**src/logic/dmcr_pkg.sv**
```systemverilog
package dmcr_pkg;
  // Control word layout
  localparam int RW_BIT = 15;
  localparam int IDX_MSB = 14;
  localparam int IDX_LSB = 8;
  localparam logic [4:0] HEAD_BITS = 5'h08;
  localparam logic [4:0] WORD_BITS = 5'h10;

  // Register indices
  localparam logic [6:0] IDX_LEFT = 7'h10;
  localparam logic [6:0] IDX_RIGHT = 7'h11;
  localparam logic [6:0] IDX_CTRL = 7'h12;
  localparam logic [6:0] IDX_OUTCLK = 7'h13;
  localparam logic [6:0] IDX_SYS = 7'h14;
  localparam logic [6:0] IDX_ZERO = 7'h15;

  // Format, de-emphasis and mute control fields
  localparam int LOAD_BIT = 7;
  localparam int FMT_MSB = 6;
  localparam int FMT_LSB = 4;
  localparam int DMF_MSB = 3;
  localparam int DMF_LSB = 2;
  localparam int DME_BIT = 1;
  localparam int MUTE_BIT = 0;
  localparam logic [2:0] FMT_RSV_A = 3'h6;
  localparam logic [2:0] FMT_RSV_B = 3'h7;

  // Output, clock and filter control fields
  localparam int REV_BIT = 7;
  localparam int ATS_MSB = 6;
  localparam int ATS_LSB = 5;
  localparam int OPE_BIT = 4;
  localparam int CLOCK_OUT_DIVIDE_BIT = 3;
  localparam int CLOCK_OUT_DISABLE_BIT = 2;
  localparam int FLT_BIT = 1;
  localparam int ZERO_DETECT_MUTE_EN_BIT = 0;

  // Reset, bypass and channel fields
  localparam int SYSTEM_RESET_CTL_BIT = 6;
  localparam int REGISTER_DEFAULTS_CTL_BIT = 5;
  localparam int FILTER_BYPASS_BIT = 4;
  localparam int MONAURAL_SEL_BIT = 3;
  localparam int MONAURAL_SEL_CHANNEL_SEL_BIT = 2;
  localparam int OS_MSB = 1;
  localparam int OS_LSB = 0;
  localparam logic [7:0] SYS_MASK = 8'h7f;

  // Reset values
  localparam logic [7:0] LEVEL_RESET = 8'hff;
  localparam logic [7:0] CTRL_RESET = 8'h00;
  localparam logic [7:0] OUTCLK_RESET = 8'h00;
  localparam logic [7:0] SYS_RESET = 8'h00;

  // Attenuator levels and stepping
  localparam logic [7:0] LEVEL_SILENT_MAX = 8'h0e;
  localparam logic [7:0] LEVEL_FLOOR = 8'h00;
  localparam logic [3:0][2:0] STEP_LIMIT = {3'h7, 3'h3, 3'h1, 3'h0};

  // Synchroniser lanes: cs_n, mc, mdi, mute pin, lrck, one-bit mode
  localparam int SYNC_W = 6;
  localparam logic [5:0] SYNC_INIT = 6'h01;

  typedef enum logic [1:0] {
    PORT_IDLE,
    PORT_HEAD,
    PORT_BODY
  } dmcr_port_t;
endpackage

```
**src/logic/dmcr_ramp_if.sv**
```systemverilog
`timescale 1ns/1ps
interface dmcr_ramp_if;
  logic frame_tick;
  logic [1:0] step_rate;
  logic soft_mute;
  logic [1:0][7:0] target;
  logic [1:0][7:0] applied;
  logic [1:0] silenced;

  modport ctrl (
    output frame_tick, step_rate, soft_mute, target,
    input applied, silenced
  );
  modport ramp (
    input frame_tick, step_rate, soft_mute, target,
    output applied, silenced
  );
endinterface

```
**src/logic/dmcr_bank.sv**
```systemverilog
`timescale 1ns/1ps
// What this block does
// - Word bit 15 low writes the data byte, high reads the register back.
// - Bits 14..8 carry the register index 16..21, bits 7..0 the data.
// - Each channel has an 8-bit level register resetting to all ones.
// - Codes 15..255 give half a dB times code minus 255 of attenuation.
// - Codes 0..14 silence the channel completely.
// - Levels are written separately; one shared load enable applies both.
// - Load enable low, its reset value, keeps the old applied levels.
// - Three-bit format field, reset 000; codes 110 and 111 are reserved.
// - Two-bit rate: 00 off, 01 48k, 10 44.1k, 11 32k.
// - De-emphasis enable, reset low, acts on both channels at the rate.
// - In one-bit stream mode the rate field selects the FIR filter.
// - The soft-mute bit, reset low, mutes both channels together.
// - A dedicated mute pin also triggers soft mute.
// - Soft mute steps the attenuator one step per interval to silence.
// - Phase invert bit, reset low, inverts both channel outputs.
// - Register 20 bit 7 and register 21 bits 7..2 are reserved.
// - Step rate 00 every frame, 01 second, 10 fourth, 11 eighth.
module dmcr_bank (
  // Clock and reset
  input wire logic mclk,
  input wire logic rst,
  // Serial control port
  input wire logic ctl_select_n,
  input wire logic ctl_clk,
  input wire logic ctl_data_in,
  output logic ctl_data_out,
  output logic ctl_data_out_oe,
  // Device pins
  input wire logic mute_pin,
  input wire logic lrck,
  input wire logic one_bit_mode,
  // Zero detectors of the datapath
  input wire logic zero_left_in,
  input wire logic zero_right_in,
  // Attenuator
  output logic [7:0] left_atten_applied,
  output logic [7:0] right_atten_applied,
  output logic left_silenced,
  output logic right_silenced,
  output logic soft_mute,
  // Format and de-emphasis
  output logic [2:0] audio_format_sel,
  output logic deemph_enable,
  output logic [1:0] deemph_rate_sel,
  output logic [1:0] fir_filter_sel,
  // Output, clock and filter control
  output logic phase_invert,
  output logic [1:0] atten_step_rate,
  output logic dac_output_disable,
  output logic clock_out_divide,
  output logic clock_out_disable,
  output logic filter_rolloff_sel,
  output logic zero_detect_mute_en,
  // Reset, bypass and channel control
  output logic system_reset_ctl,
  output logic register_defaults_ctl,
  output logic filter_bypass,
  output logic monaural_sel,
  output logic monaural_sel_channel_sel,
  output logic [1:0] modulator_rate_sel
);
  typedef struct packed {
    // Serial port state and shifters
    dmcr_pkg::dmcr_port_t port;
    logic [4:0] bit_cnt;
    logic [15:0] shift;
    logic rd_mode;
    logic [6:0] index;
    logic [7:0] rd_shift;
    logic mdo;
    logic mdo_oe;
    // Edge history of the synced pins
    logic cs_prev;
    logic mc_prev;
    logic lrck_prev;
    logic frame_tick;
    // Register file
    logic [7:0] left_lvl;
    logic [7:0] right_lvl;
    logic [7:0] ctrl;
    logic [7:0] outclk;
    logic [7:0] sys;
    logic [1:0] zero_flags;
    // Registered controls for the attenuator and the converter
    logic [7:0] load_l;
    logic [7:0] load_r;
    logic mute_out;
    logic [1:0] rate_out;
    logic [1:0] fir_out;
  } dmcr_bank_t;

  dmcr_bank_t s_reg;
  dmcr_bank_t s_next;

  // Raw and synced pin levels
  logic [dmcr_pkg::SYNC_W-1:0] pins_raw;
  logic [dmcr_pkg::SYNC_W-1:0] pins;
  logic cs_n_s;
  logic mc_s;
  logic mdi_s;
  logic mute_s;
  logic lrck_s;
  logic one_bit_s;
  // Edges of the synced serial clock, late but free of glitches
  logic mc_rise;
  logic mc_fall;
  // Shift path and read-back data
  logic [15:0] shifted;
  logic [7:0] wr_data;
  logic [7:0] rd_data;

  // Carrier to the attenuator stepping module
  dmcr_ramp_if rif ();

  assign pins_raw = {one_bit_mode, lrck, mute_pin, ctl_data_in, ctl_clk,
                     ctl_select_n};

  // Every pin is asynchronous and passes the three-stage filter
  dmcr_sync u_sync (
    .mclk(mclk),
    .rst(rst),
    .raw(pins_raw),
    .stable(pins)
  );

  // Per-channel stepping toward the loaded level or toward silence
  dmcr_ramp u_ramp (
    .mclk(mclk),
    .rst(rst),
    .rif(rif)
  );

  // Lane order follows pins_raw, bit 0 first
  assign cs_n_s = pins[0];
  assign mc_s = pins[1];
  assign mdi_s = pins[2];
  assign mute_s = pins[3];
  assign lrck_s = pins[4];
  assign one_bit_s = pins[5];

  assign mc_rise = mc_s & ~s_reg.mc_prev;
  assign mc_fall = ~mc_s & s_reg.mc_prev;
  assign shifted = {s_reg.shift[14:0], mdi_s};
  assign wr_data = s_reg.shift[7:0];

  // Read-back mux on the index just received; unmapped indices read zero
  // The header is complete in shifted on the eighth rise, so the byte
  // is fetched in that cycle and the first read bit cannot lag it
  always_comb begin
    rd_data = 8'h00;
    case (shifted[6:0])
      dmcr_pkg::IDX_LEFT: begin
        rd_data = s_reg.left_lvl;
      end
      dmcr_pkg::IDX_RIGHT: begin
        rd_data = s_reg.right_lvl;
      end
      dmcr_pkg::IDX_CTRL: begin
        rd_data = s_reg.ctrl;
      end
      dmcr_pkg::IDX_OUTCLK: begin
        rd_data = s_reg.outclk;
      end
      dmcr_pkg::IDX_SYS: begin
        rd_data = s_reg.sys & dmcr_pkg::SYS_MASK;
      end
      dmcr_pkg::IDX_ZERO: begin
        rd_data = {6'h00, s_reg.zero_flags};
      end
      default: begin
        rd_data = 8'h00;
      end
    endcase
  end

  // Next state of the serial port, the register file and the outputs
  always_comb begin
    s_next = s_reg;
    // Edge history and a tick per rising frame clock edge
    s_next.cs_prev = cs_n_s;
    s_next.mc_prev = mc_s;
    s_next.lrck_prev = lrck_s;
    s_next.frame_tick = lrck_s & ~s_reg.lrck_prev;
    // Zero flags are sampled every clock and are never written
    s_next.zero_flags = {zero_right_in, zero_left_in};
    case (s_reg.port)
      dmcr_pkg::PORT_IDLE: begin
        s_next.mdo_oe = 1'b0;
        // A falling select clears the count; the shifter needs no clear
        if (!cs_n_s) begin
          s_next.port = dmcr_pkg::PORT_HEAD;
          s_next.bit_cnt = 5'h00;
        end
      end
      dmcr_pkg::PORT_HEAD: begin
        if (cs_n_s) begin
          s_next.port = dmcr_pkg::PORT_IDLE;
        end else if (mc_rise) begin
          s_next.shift = shifted;
          s_next.bit_cnt = s_reg.bit_cnt + 5'h01;
          if (s_reg.bit_cnt + 5'h01 == dmcr_pkg::HEAD_BITS) begin
            // Flag and index are the first eight bits
            s_next.port = dmcr_pkg::PORT_BODY;
            s_next.rd_mode = shifted[7];
            s_next.index = shifted[6:0];
            s_next.rd_shift = rd_data;
          end
        end
      end
      dmcr_pkg::PORT_BODY: begin
        if (cs_n_s) begin
          s_next.port = dmcr_pkg::PORT_IDLE;
          s_next.mdo_oe = 1'b0;
          // Only a complete write word is committed
          // Commit waits for the synced select rise, so a word cut short
          // by the host leaves every register untouched
          if (s_reg.bit_cnt == dmcr_pkg::WORD_BITS && !s_reg.rd_mode) begin
            case (s_reg.index)
              dmcr_pkg::IDX_LEFT: begin
                s_next.left_lvl = wr_data;
              end
              dmcr_pkg::IDX_RIGHT: begin
                s_next.right_lvl = wr_data;
              end
              dmcr_pkg::IDX_CTRL: begin
                if (wr_data[dmcr_pkg::FMT_MSB:dmcr_pkg::FMT_LSB]
                      != dmcr_pkg::FMT_RSV_A &&
                    wr_data[dmcr_pkg::FMT_MSB:dmcr_pkg::FMT_LSB]
                      != dmcr_pkg::FMT_RSV_B) begin
                  s_next.ctrl = wr_data;
                end
              end
              dmcr_pkg::IDX_OUTCLK: begin
                s_next.outclk = wr_data;
              end
              dmcr_pkg::IDX_SYS: begin
                s_next.sys = wr_data & dmcr_pkg::SYS_MASK;
              end
              default: begin
                s_next.sys = s_reg.sys;
              end
            endcase
          end
        end else begin
          // Read data leaves on falling edges, MSB first
          // The output enable stays up until select rises
          if (mc_fall && s_reg.rd_mode &&
              s_reg.bit_cnt < dmcr_pkg::WORD_BITS) begin
            s_next.mdo = s_reg.rd_shift[7];
            s_next.rd_shift = {s_reg.rd_shift[6:0], 1'b0};
            s_next.mdo_oe = 1'b1;
          end
          if (mc_rise && s_reg.bit_cnt < dmcr_pkg::WORD_BITS) begin
            s_next.shift = shifted;
            s_next.bit_cnt = s_reg.bit_cnt + 5'h01;
          end
        end
      end
      default: begin
        s_next.port = dmcr_pkg::PORT_IDLE;
      end
    endcase
    // New levels reach the attenuator only while loading is enabled
    // Turning loading on also takes a level written while it was off
    if (s_next.ctrl[dmcr_pkg::LOAD_BIT]) begin
      s_next.load_l = s_next.left_lvl;
      s_next.load_r = s_next.right_lvl;
    end
    s_next.mute_out = s_next.ctrl[dmcr_pkg::MUTE_BIT] | mute_s;
    // Rate field drives de-emphasis or the FIR selector
    // The destination not in use is held at zero
    if (one_bit_s) begin
      s_next.rate_out = 2'h0;
      s_next.fir_out = s_next.ctrl[dmcr_pkg::DMF_MSB:dmcr_pkg::DMF_LSB];
    end else begin
      s_next.rate_out = s_next.ctrl[dmcr_pkg::DMF_MSB:dmcr_pkg::DMF_LSB];
      s_next.fir_out = 2'h0;
    end
  end

  always_ff @(posedge mclk or posedge rst) begin
    if (rst) begin
      // Levels start at 0 dB and every control field starts cleared
      s_reg <= '0;
      s_reg.port <= dmcr_pkg::PORT_IDLE;
      s_reg.cs_prev <= 1'b1;
      s_reg.left_lvl <= dmcr_pkg::LEVEL_RESET;
      s_reg.right_lvl <= dmcr_pkg::LEVEL_RESET;
      s_reg.load_l <= dmcr_pkg::LEVEL_RESET;
      s_reg.load_r <= dmcr_pkg::LEVEL_RESET;
      s_reg.ctrl <= dmcr_pkg::CTRL_RESET;
      s_reg.outclk <= dmcr_pkg::OUTCLK_RESET;
      s_reg.sys <= dmcr_pkg::SYS_RESET;
    end else begin
      s_reg <= s_next;
    end
  end

  // Attenuator controls leave registers, so a step sees settled values
  assign rif.frame_tick = s_reg.frame_tick;
  assign rif.step_rate = s_reg.outclk[dmcr_pkg::ATS_MSB:dmcr_pkg::ATS_LSB];
  assign rif.soft_mute = s_reg.mute_out;
  assign rif.target = {s_reg.load_r, s_reg.load_l};

  // Serial port
  assign ctl_data_out = s_reg.mdo;
  assign ctl_data_out_oe = s_reg.mdo_oe;

  // Attenuator
  assign left_atten_applied = rif.applied[0];
  assign right_atten_applied = rif.applied[1];
  assign left_silenced = rif.silenced[0];
  assign right_silenced = rif.silenced[1];
  assign soft_mute = s_reg.mute_out;

  // Format and de-emphasis
  assign audio_format_sel = s_reg.ctrl[dmcr_pkg::FMT_MSB:dmcr_pkg::FMT_LSB];
  assign deemph_enable = s_reg.ctrl[dmcr_pkg::DME_BIT];
  assign deemph_rate_sel = s_reg.rate_out;
  assign fir_filter_sel = s_reg.fir_out;

  // Output, clock and filter control
  assign phase_invert = s_reg.outclk[dmcr_pkg::REV_BIT];
  assign atten_step_rate = rif.step_rate;
  assign dac_output_disable = s_reg.outclk[dmcr_pkg::OPE_BIT];
  assign clock_out_divide = s_reg.outclk[dmcr_pkg::CLOCK_OUT_DIVIDE_BIT];
  assign clock_out_disable = s_reg.outclk[dmcr_pkg::CLOCK_OUT_DISABLE_BIT];
  assign filter_rolloff_sel = s_reg.outclk[dmcr_pkg::FLT_BIT];
  assign zero_detect_mute_en = s_reg.outclk[dmcr_pkg::ZERO_DETECT_MUTE_EN_BIT];

  // Reset, bypass and channel control: stored and shown only
  assign system_reset_ctl = s_reg.sys[dmcr_pkg::SYSTEM_RESET_CTL_BIT];
  assign register_defaults_ctl = s_reg.sys[dmcr_pkg::REGISTER_DEFAULTS_CTL_BIT];
  assign filter_bypass = s_reg.sys[dmcr_pkg::FILTER_BYPASS_BIT];
  assign monaural_sel = s_reg.sys[dmcr_pkg::MONAURAL_SEL_BIT];
  assign monaural_sel_channel_sel = s_reg.sys[dmcr_pkg::MONAURAL_SEL_CHANNEL_SEL_BIT];
  assign modulator_rate_sel = s_reg.sys[dmcr_pkg::OS_MSB:dmcr_pkg::OS_LSB];
endmodule

```
**src/logic/dmcr_ramp.sv**
```systemverilog
`timescale 1ns/1ps
module dmcr_ramp (
  // Clock and reset
  input wire logic mclk,
  input wire logic rst,
  // Attenuator control from the register bank
  dmcr_ramp_if.ramp rif
);
  typedef struct packed {
    logic [2:0] frame_cnt;
    logic [1:0][7:0] level;
    logic [1:0] silenced;
  } dmcr_ramp_t;

  dmcr_ramp_t s_reg;
  dmcr_ramp_t s_next;
  logic step;
  logic [7:0] goal;

  always_comb begin
    s_next = s_reg;
    step = 1'b0;
    goal = dmcr_pkg::LEVEL_FLOOR;
    // One step every 1, 2, 4 or 8 frames
    if (rif.frame_tick) begin
      if (s_reg.frame_cnt >= dmcr_pkg::STEP_LIMIT[rif.step_rate]) begin
        s_next.frame_cnt = 3'h0;
        step = 1'b1;
      end else begin
        s_next.frame_cnt = s_reg.frame_cnt + 3'h1;
      end
    end
    for (int ch = 0; ch < 2; ch++) begin
      // Mute walks down to the floor, otherwise toward the loaded level
      goal = rif.soft_mute ? dmcr_pkg::LEVEL_FLOOR : rif.target[ch];
      if (step && s_reg.level[ch] < goal) begin
        s_next.level[ch] = s_reg.level[ch] + 8'h01;
      end else if (step && s_reg.level[ch] > goal) begin
        s_next.level[ch] = s_reg.level[ch] - 8'h01;
      end
      // Codes up to 14 are full silence
      s_next.silenced[ch] = s_next.level[ch] <= dmcr_pkg::LEVEL_SILENT_MAX;
    end
  end

  always_ff @(posedge mclk or posedge rst) begin
    if (rst) begin
      s_reg.frame_cnt <= 3'h0;
      s_reg.level <= {2{dmcr_pkg::LEVEL_RESET}};
      s_reg.silenced <= 2'h0;
    end else begin
      s_reg <= s_next;
    end
  end

  assign rif.applied = s_reg.level;
  assign rif.silenced = s_reg.silenced;
endmodule

```
**src/logic/dmcr_sync.sv**
```systemverilog
`timescale 1ns/1ps
module dmcr_sync (
  // Clock and reset
  input wire logic mclk,
  input wire logic rst,
  // Raw pins and filtered levels
  input wire logic [dmcr_pkg::SYNC_W-1:0] raw,
  output logic [dmcr_pkg::SYNC_W-1:0] stable
);
  typedef struct packed {
    logic [dmcr_pkg::SYNC_W-1:0] s1;
    logic [dmcr_pkg::SYNC_W-1:0] s2;
    logic [dmcr_pkg::SYNC_W-1:0] s3;
    logic [dmcr_pkg::SYNC_W-1:0] out;
  } dmcr_sync_t;

  dmcr_sync_t s_reg;
  dmcr_sync_t s_next;

  // A lane changes only once the second and third stages agree
  always_comb begin
    s_next = s_reg;
    s_next.s1 = raw;
    s_next.s2 = s_reg.s1;
    s_next.s3 = s_reg.s2;
    s_next.out = (s_reg.s2 & ~(s_reg.s2 ^ s_reg.s3))
               | (s_reg.out & (s_reg.s2 ^ s_reg.s3));
  end

  always_ff @(posedge mclk or posedge rst) begin
    if (rst) begin
      s_reg <= {4{dmcr_pkg::SYNC_INIT}};
    end else begin
      s_reg <= s_next;
    end
  end

  assign stable = s_reg.out;
endmodule
```
**config.mk**
```make
export PLATFORM = sky130hd
export DESIGN_NAME = dmcr_bank
export DESIGN_NICKNAME = d
export VERILOG_FILES = /design/src/logic/dmcr_pkg.sv /design/src/logic/dmcr_ramp_if.sv /design/src/logic/dmcr_bank.sv /design/src/logic/dmcr_ramp.sv /design/src/logic/dmcr_sync.sv
export SDC_FILE = /design/constraint.sdc
export NUM_CORES = 1
export LEC_CHECK = 0
export BUFFER_PORTS_ARGS = -buffer_cell sky130_fd_sc_hd__buf_2
export CORE_MARGIN = 3
export CORE_UTILIZATION = 50
export CTS_CLUSTER_DIAMETER = 100
export DETAILED_ROUTE_END_ITERATION = 8
export PLACE_DENSITY = 0.68
export SLEW_MARGIN = 20
export SYNTH_ARGS = -nofsm -noshare
export SYNTH_HDL_FRONTEND = slang
export SYNTH_HIERARCHICAL = 1
export SYNTH_SLANG_ARGS = --single-unit
```
**constraint.sdc**
```tcl
create_clock -name mclk -period 8.75 [get_ports mclk]
set_input_delay 2.1875 -clock mclk [delete_from_list [all_inputs] [get_ports mclk]]
set_output_delay 2.1875 -clock mclk [all_outputs]
set_load 0.005 [all_outputs]
```
# Word-level counts from Yosys, hierarchy flattened
# Cells that the tools add are included.
# Widths: inputs -> output; s select.
totals:
  reg_bits: 150
  in_bits: 10
  output_inout_bits: 44
classes:
  addsub: 6
  magnitude_cmp: 9
  eq_ne: 28
  mux: 39
  n_bitwise: 13
  reduce_logical: 24
ops:
  columns: ["operator", "count"]
  rows:
  - ["$mux 40", 3]
  - ["$mux 8", 11]
  - ["$eq 7x5->1 const B", 11]
  - ["$pmux 8 s6", 1]
  - ["$mux 21", 2]
  - ["$mux 39", 1]
  - ["$mux 37", 1]
  - ["$pmux 15 s2", 1]
  - ["$add 8x1->8 const B", 2]
  - ["$gt 8x8->1", 2]
  - ["$le 8x4->1 const B", 2]
  - ["$lt 8x8->1", 2]
  - ["$mux 16", 1]
  - ["$pmux 8 s2", 1]
  - ["$reduce_and 4->1", 4]
  - ["$sub 8x1->8 const B", 2]
  - ["$pmux 5 s3", 1]
  - ["$mux 7", 2]
  - ["$ne 2x2->1 const B", 7]
  - ["$and 6x6->6", 2]
  - ["$reduce_and 6->1", 2]
  - ["$mux 10", 1]
  - ["$reduce_and 5->1", 2]
  - ["$logic_and 1x1->1", 9]
  - ["other kinds (32)", 46]

# Longest topological paths before layout
logic_depth:
  word_depth: 9
  mapped_depth: 11
  ltp_nobuf: 9

# Cells and area by module
# The synthesis kept the hierarchy.
modules_own_cells:
  columns: ["module", "n_inst", "cells_per_inst", "area_each_um2", "seq_area_each_um2"]
  rows:
  - ["dmcr_bank", 1, 348, 4680.7, 2492.4]
  - ["dmcr_ramp", 1, 262, 2229.6, 545.5]
  - ["dmcr_sync", 1, 37, 721.9, 605.6]

# Worst setup path before layout
# OpenSTA, ideal clock, no wires.
synth_path:
  kind: "register to output"
  startpoint: "reg u_ramp.s_reg (netlist bit u_ramp/rif.applied[1])"
  endpoint: "out left_atten_applied[1]"
  arrival_time_ns: 0.691
  required_time_ns: 6.562
  setup_slack_ns: 5.871
  path_stages_with_launch: 2
  n_path_buf: 1
  cell_sequence: "dfstp_2 > buf_4"
synth_lines:
  columns: ["element", "line_no", "source"]
  rows:
  - ["start, declared", "dmcr_ramp.sv:15", "dmcr_ramp_t s_reg;"]
  - ["start signal, assigned", "dmcr_ramp.sv:52", "s_reg <= s_next;"]
  - ["end, declared", "dmcr_bank.sv:38", "output logic [7:0] left_atten_applied,"]
# No word-level cell between the ends.

# Worst setup path in the final report
layout_path:
  startpoint: "reg s_reg (netlist bit soft_mute)"
  endpoint: "out soft_mute"
layout_lines:
  columns: ["element", "line_no", "source"]
  rows:
  - ["start, declared", "dmcr_bank.sv:94", "dmcr_bank_t s_reg;"]
  - ["start signal, assigned", "dmcr_bank.sv:297", "s_reg <= s_next;"]
  - ["end, declared", "dmcr_bank.sv:42", "output logic soft_mute,"]
# No word-level cell between the ends.

==> impl_metrics.py <==
metrics = {
    "final_layout": {
        "num-fill-cells": 1236,
        "final_cell_mix": "91 x dfrtp_1, 61 x mux2_2, 53 x buf_2",
        "final_common_cell": "dfrtp_1",
        "layout.nets": 704,
        "antennaDiodeCount": 0,
        "area_delta_synth_final_pct": 8.902,
        "drive_gt1_share_pct": 37.43,
        "final_util_pct": 56.33,
        "largest_reg_flops": 55,
    },
    "power": {
        "pwr-share-comb_pct": 9.4,
        "power_density_nw_per_um2": 190.1,
        "seq_power_share_pct": 46.7,
        "power_switching_share_pct": 26.92,
        "clockPowerShare_pct": 43.8,
        "p_sw_uw": 425.5,
        "p_int_mw": 1.155,
        "ir_drop_v": 0.0001444,
        "p_leak_nw": 3.876,
    },
    "setup_path": {
        "rr_worst_depth": 7,
        "cp.arrival_ns": 1.22,
        "required_ns": 6.56,
        "crit_path_end_kind": "primary output",
        "worstSetupStartpointType": "flip-flop",
        "cp_num_cells": 1,
        "crit_chain": "buf_2",
        "worstSetupStartpoint": "soft_mute$_DFF_PP0_",
        "cp_max_fo": 17,
        "critical_path_class": "flip-flop to primary output",
        "rr_startpoint": "s_reg[106]$_DFFE_PP0P_",
        "cp_num_buf_inv": 1,
        "cp_slowest_cell": "dfrtp_1",
        "cpPeakStageDelay_ns": 0.59,
        "crit_family": "flip-flops",
    },
    "detailed_routing": {
        "postRouteAntennaNets": 0,
        "routedWlPerCell_um": 18.57,
        "dr.pass1.iters": 5,
        "drt_iter0_markers": 318,
        "wl_um": 15970,
        "num_vias": 4968,
        "viasPerCell": 5.777,
        "post-route-drc-count": 0,
    },
    "synthesis": {
        "synth_cells": 647,
        "syn-num-nets": 688,
        "synthArstFlopShare_pct": 100.0,
        "ys_types": 83,
        "ys_seq_elements": 143,
        "yosysWarnings": 6,
        "synthFlopType": "dfrtp_1",
        "syn-cell-area_um2": 7632,
        "synth_enable_flop_cells": 0,
        "ys_seq_area_share_pct": 47.74,
        "postSynthAreaPerCell_um2": 11.80,
    },
    "cts": {
        "cts_buffer_depth": 2,
        "hold_buffers": 0,
        "cts_resized": 0,
        "clkTransAtPathRegs_ns": 0.06,
        "clk_latency_ns": 0.42,
        "postCtsSetupRepairBufs": 0,
        "h-tree-depth": 4,
        "cts-buffers-inserted": 17,
        "cts_sinks": 143,
        "cts_tree": "done",
        "cts_root_buf": "clkbuf_16",
    },
    "sta": {
        "worst_slew_pin_slew_ns": 1.029,
        "final.setup.tns_ns": 0,
        "setup_viol": 0,
        "report.final.slew_viol_count": 0,
        "fin_crit_ns": 3.405,
        "fmax_mhz": 293.7,
        "clock_skew_ns": 0.01445,
        "hold_viol_final": 0,
        "period_share_pct": 38.91,
        "slew_headroom_pct": 30.84,
        "rsz0062_at_grt": "no",
    },
    "placed_design": {
        "routabilityCongestion": 0.8313,
        "io_buffers": 53,
        "dp_hpwl_um": 11200,
    },
    "global_route": {
        "grt_use_total_pct": 20.16,
        "antenna_found_initial": 0,
        "grt_max_degree": 52,
        "grt_pass1_wl_um": 26230,
        "grt_pass1_vias": 5020,
        "grt.overflow.total": 0,
    },
    "floorplanning": {
        "io_pins": 54,
        "die_h_um": 129.6,
        "core_area_um2": 14750,
        "dieArea_um2": 16780,
        "start_util_pct": 51.73,
        "rows": 44,
        "fp.dieW_um": 129.6,
    },
    "status": {
        "status": "completed",
    },
    "flow_run": {
        "drv_cap": 0,
    },
    "min_path": {
        "min_delay_path_depth": 0,
        "hp-start": "u_sync/s_next[16]$_DFF_PP0_",
        "hold_class": "flip-flop to flip-flop",
    },
}
==> power groups by stage <==
stage | Combinational, mW | Clock, mW | Sequential (mW)
after floorplan | 0.143 | 0 | 0.713
after global placement | 0.145 | 0 | 0.745
after detailed placement | 0.149 | 0 | 0.748
after CTS | 0.150 | 0.712 | 0.737
after global routing | 0.167 | 0.741 | 0.744
final | 0.149 | 0.693 | 0.738
==> logic make-up (layout without fill, tap and decap cells) <==
logic type      count (synthesis)  after routing  share of synthesized area (%)
xor+xnor                        5              5                         0.5739
mux                           100            100                          15.72
flops                         143            143                          47.74
compound gates                109            109                          10.31
fa+ha+maj                      37             37                          5.967
buf+inv                        79            108                          6.311
simple gates                  174            174                          13.38
==> cells in the mapped netlist (4+ instances only) <==
master	count	area (um2)
dfrtp_1	91	2277
mux2_2	61	686.9
dfstp_2	52	1366
buf_4	40	300.3
nand2_1	32	120.1
ha_1	31	387.9
o21ai_0	26	130.1
nor2_1	23	86.33
inv_1	20	75.07
mux2i_1	19	190.2
a21oi_1	17	85.08
mux2_4	17	255.2
nand2b_1	17	106.4
nor3_1	12	60.06
clkbuf_1	11	41.29
nand3_1	10	50.05
nand4_1	10	62.56
and2_1	9	56.30
nor2b_1	8	50.05
and3_1	7	43.79
maj3_2	6	67.56
or3_1	6	37.54
a211oi_1	5	37.54
a21o_1	5	37.54
o21a_1	5	37.54
o2bb2ai_1	5	43.79
a2bb2oi_1	4	35.03
nand3b_1	4	30.03
nor3b_1	4	30.03
o211ai_1	4	30.03
==> metal layers <==
metal | vias up | GRT usage (%) | wire length [um]
met3 | 19 | 5.153 | 831
met5 | - | 0 | 0
li1 | 2347 | - | -
met2 | 116 | 30.09 | 7139
met1 | 2486 | 28.79 | 7737
met4 | 0 | 6.968 | 257
==> layout make-up <==
| type | count | area, um2 | share of cell area [%] |
|---|---|---|---|
| sequential | 143 | 3643 | 43.84 |
| multi-input combinational | 425 | 3507 | 42.19 |
| clock buffer | 19 | 442.9 | 5.329 |
| timing repair buffer | 55 | 280.3 | 3.372 |
| tap | 184 | 230.2 | 2.770 |
| clock inverter | 13 | 127.6 | 1.535 |
| inverter | 21 | 80.08 | 0.9634 |
==> final timing paths <==
kind / slack [ns] / end
min reg2reg: 0.35 / u_sync/s_next[10]$_DFF_PP0_
min: 0.35 / u_sync/s_next[10]$_DFF_PP0_
max in group asynchronous: 5.70 / rif.frame_tick$_DFF_PP0_
max: 5.35 / soft_mute
min in group asynchronous: 1.93 / s_reg[64]$_DFF_PP0_
max reg2reg: 5.64 / rif.target[3]$_DFFE_PP1P_
==> metrics by stage <==
stage	cells	hold WS (ns)	total power [mW]	cell area, um2	worst slack (ns)
after detailed placement	828	0.3358	0.8966	7741	5.200
after global placement	828	0.3313	0.8907	7741	5.244
final	860	0.3497	1.580	8312	5.345
after floorplan	647	0.3312	0.8566	7632	4.053
after CTS	860	0.3499	1.599	8312	5.325
after global routing	860	0.3529	1.652	8312	5.252
Power figures use the tool's default switching activity.
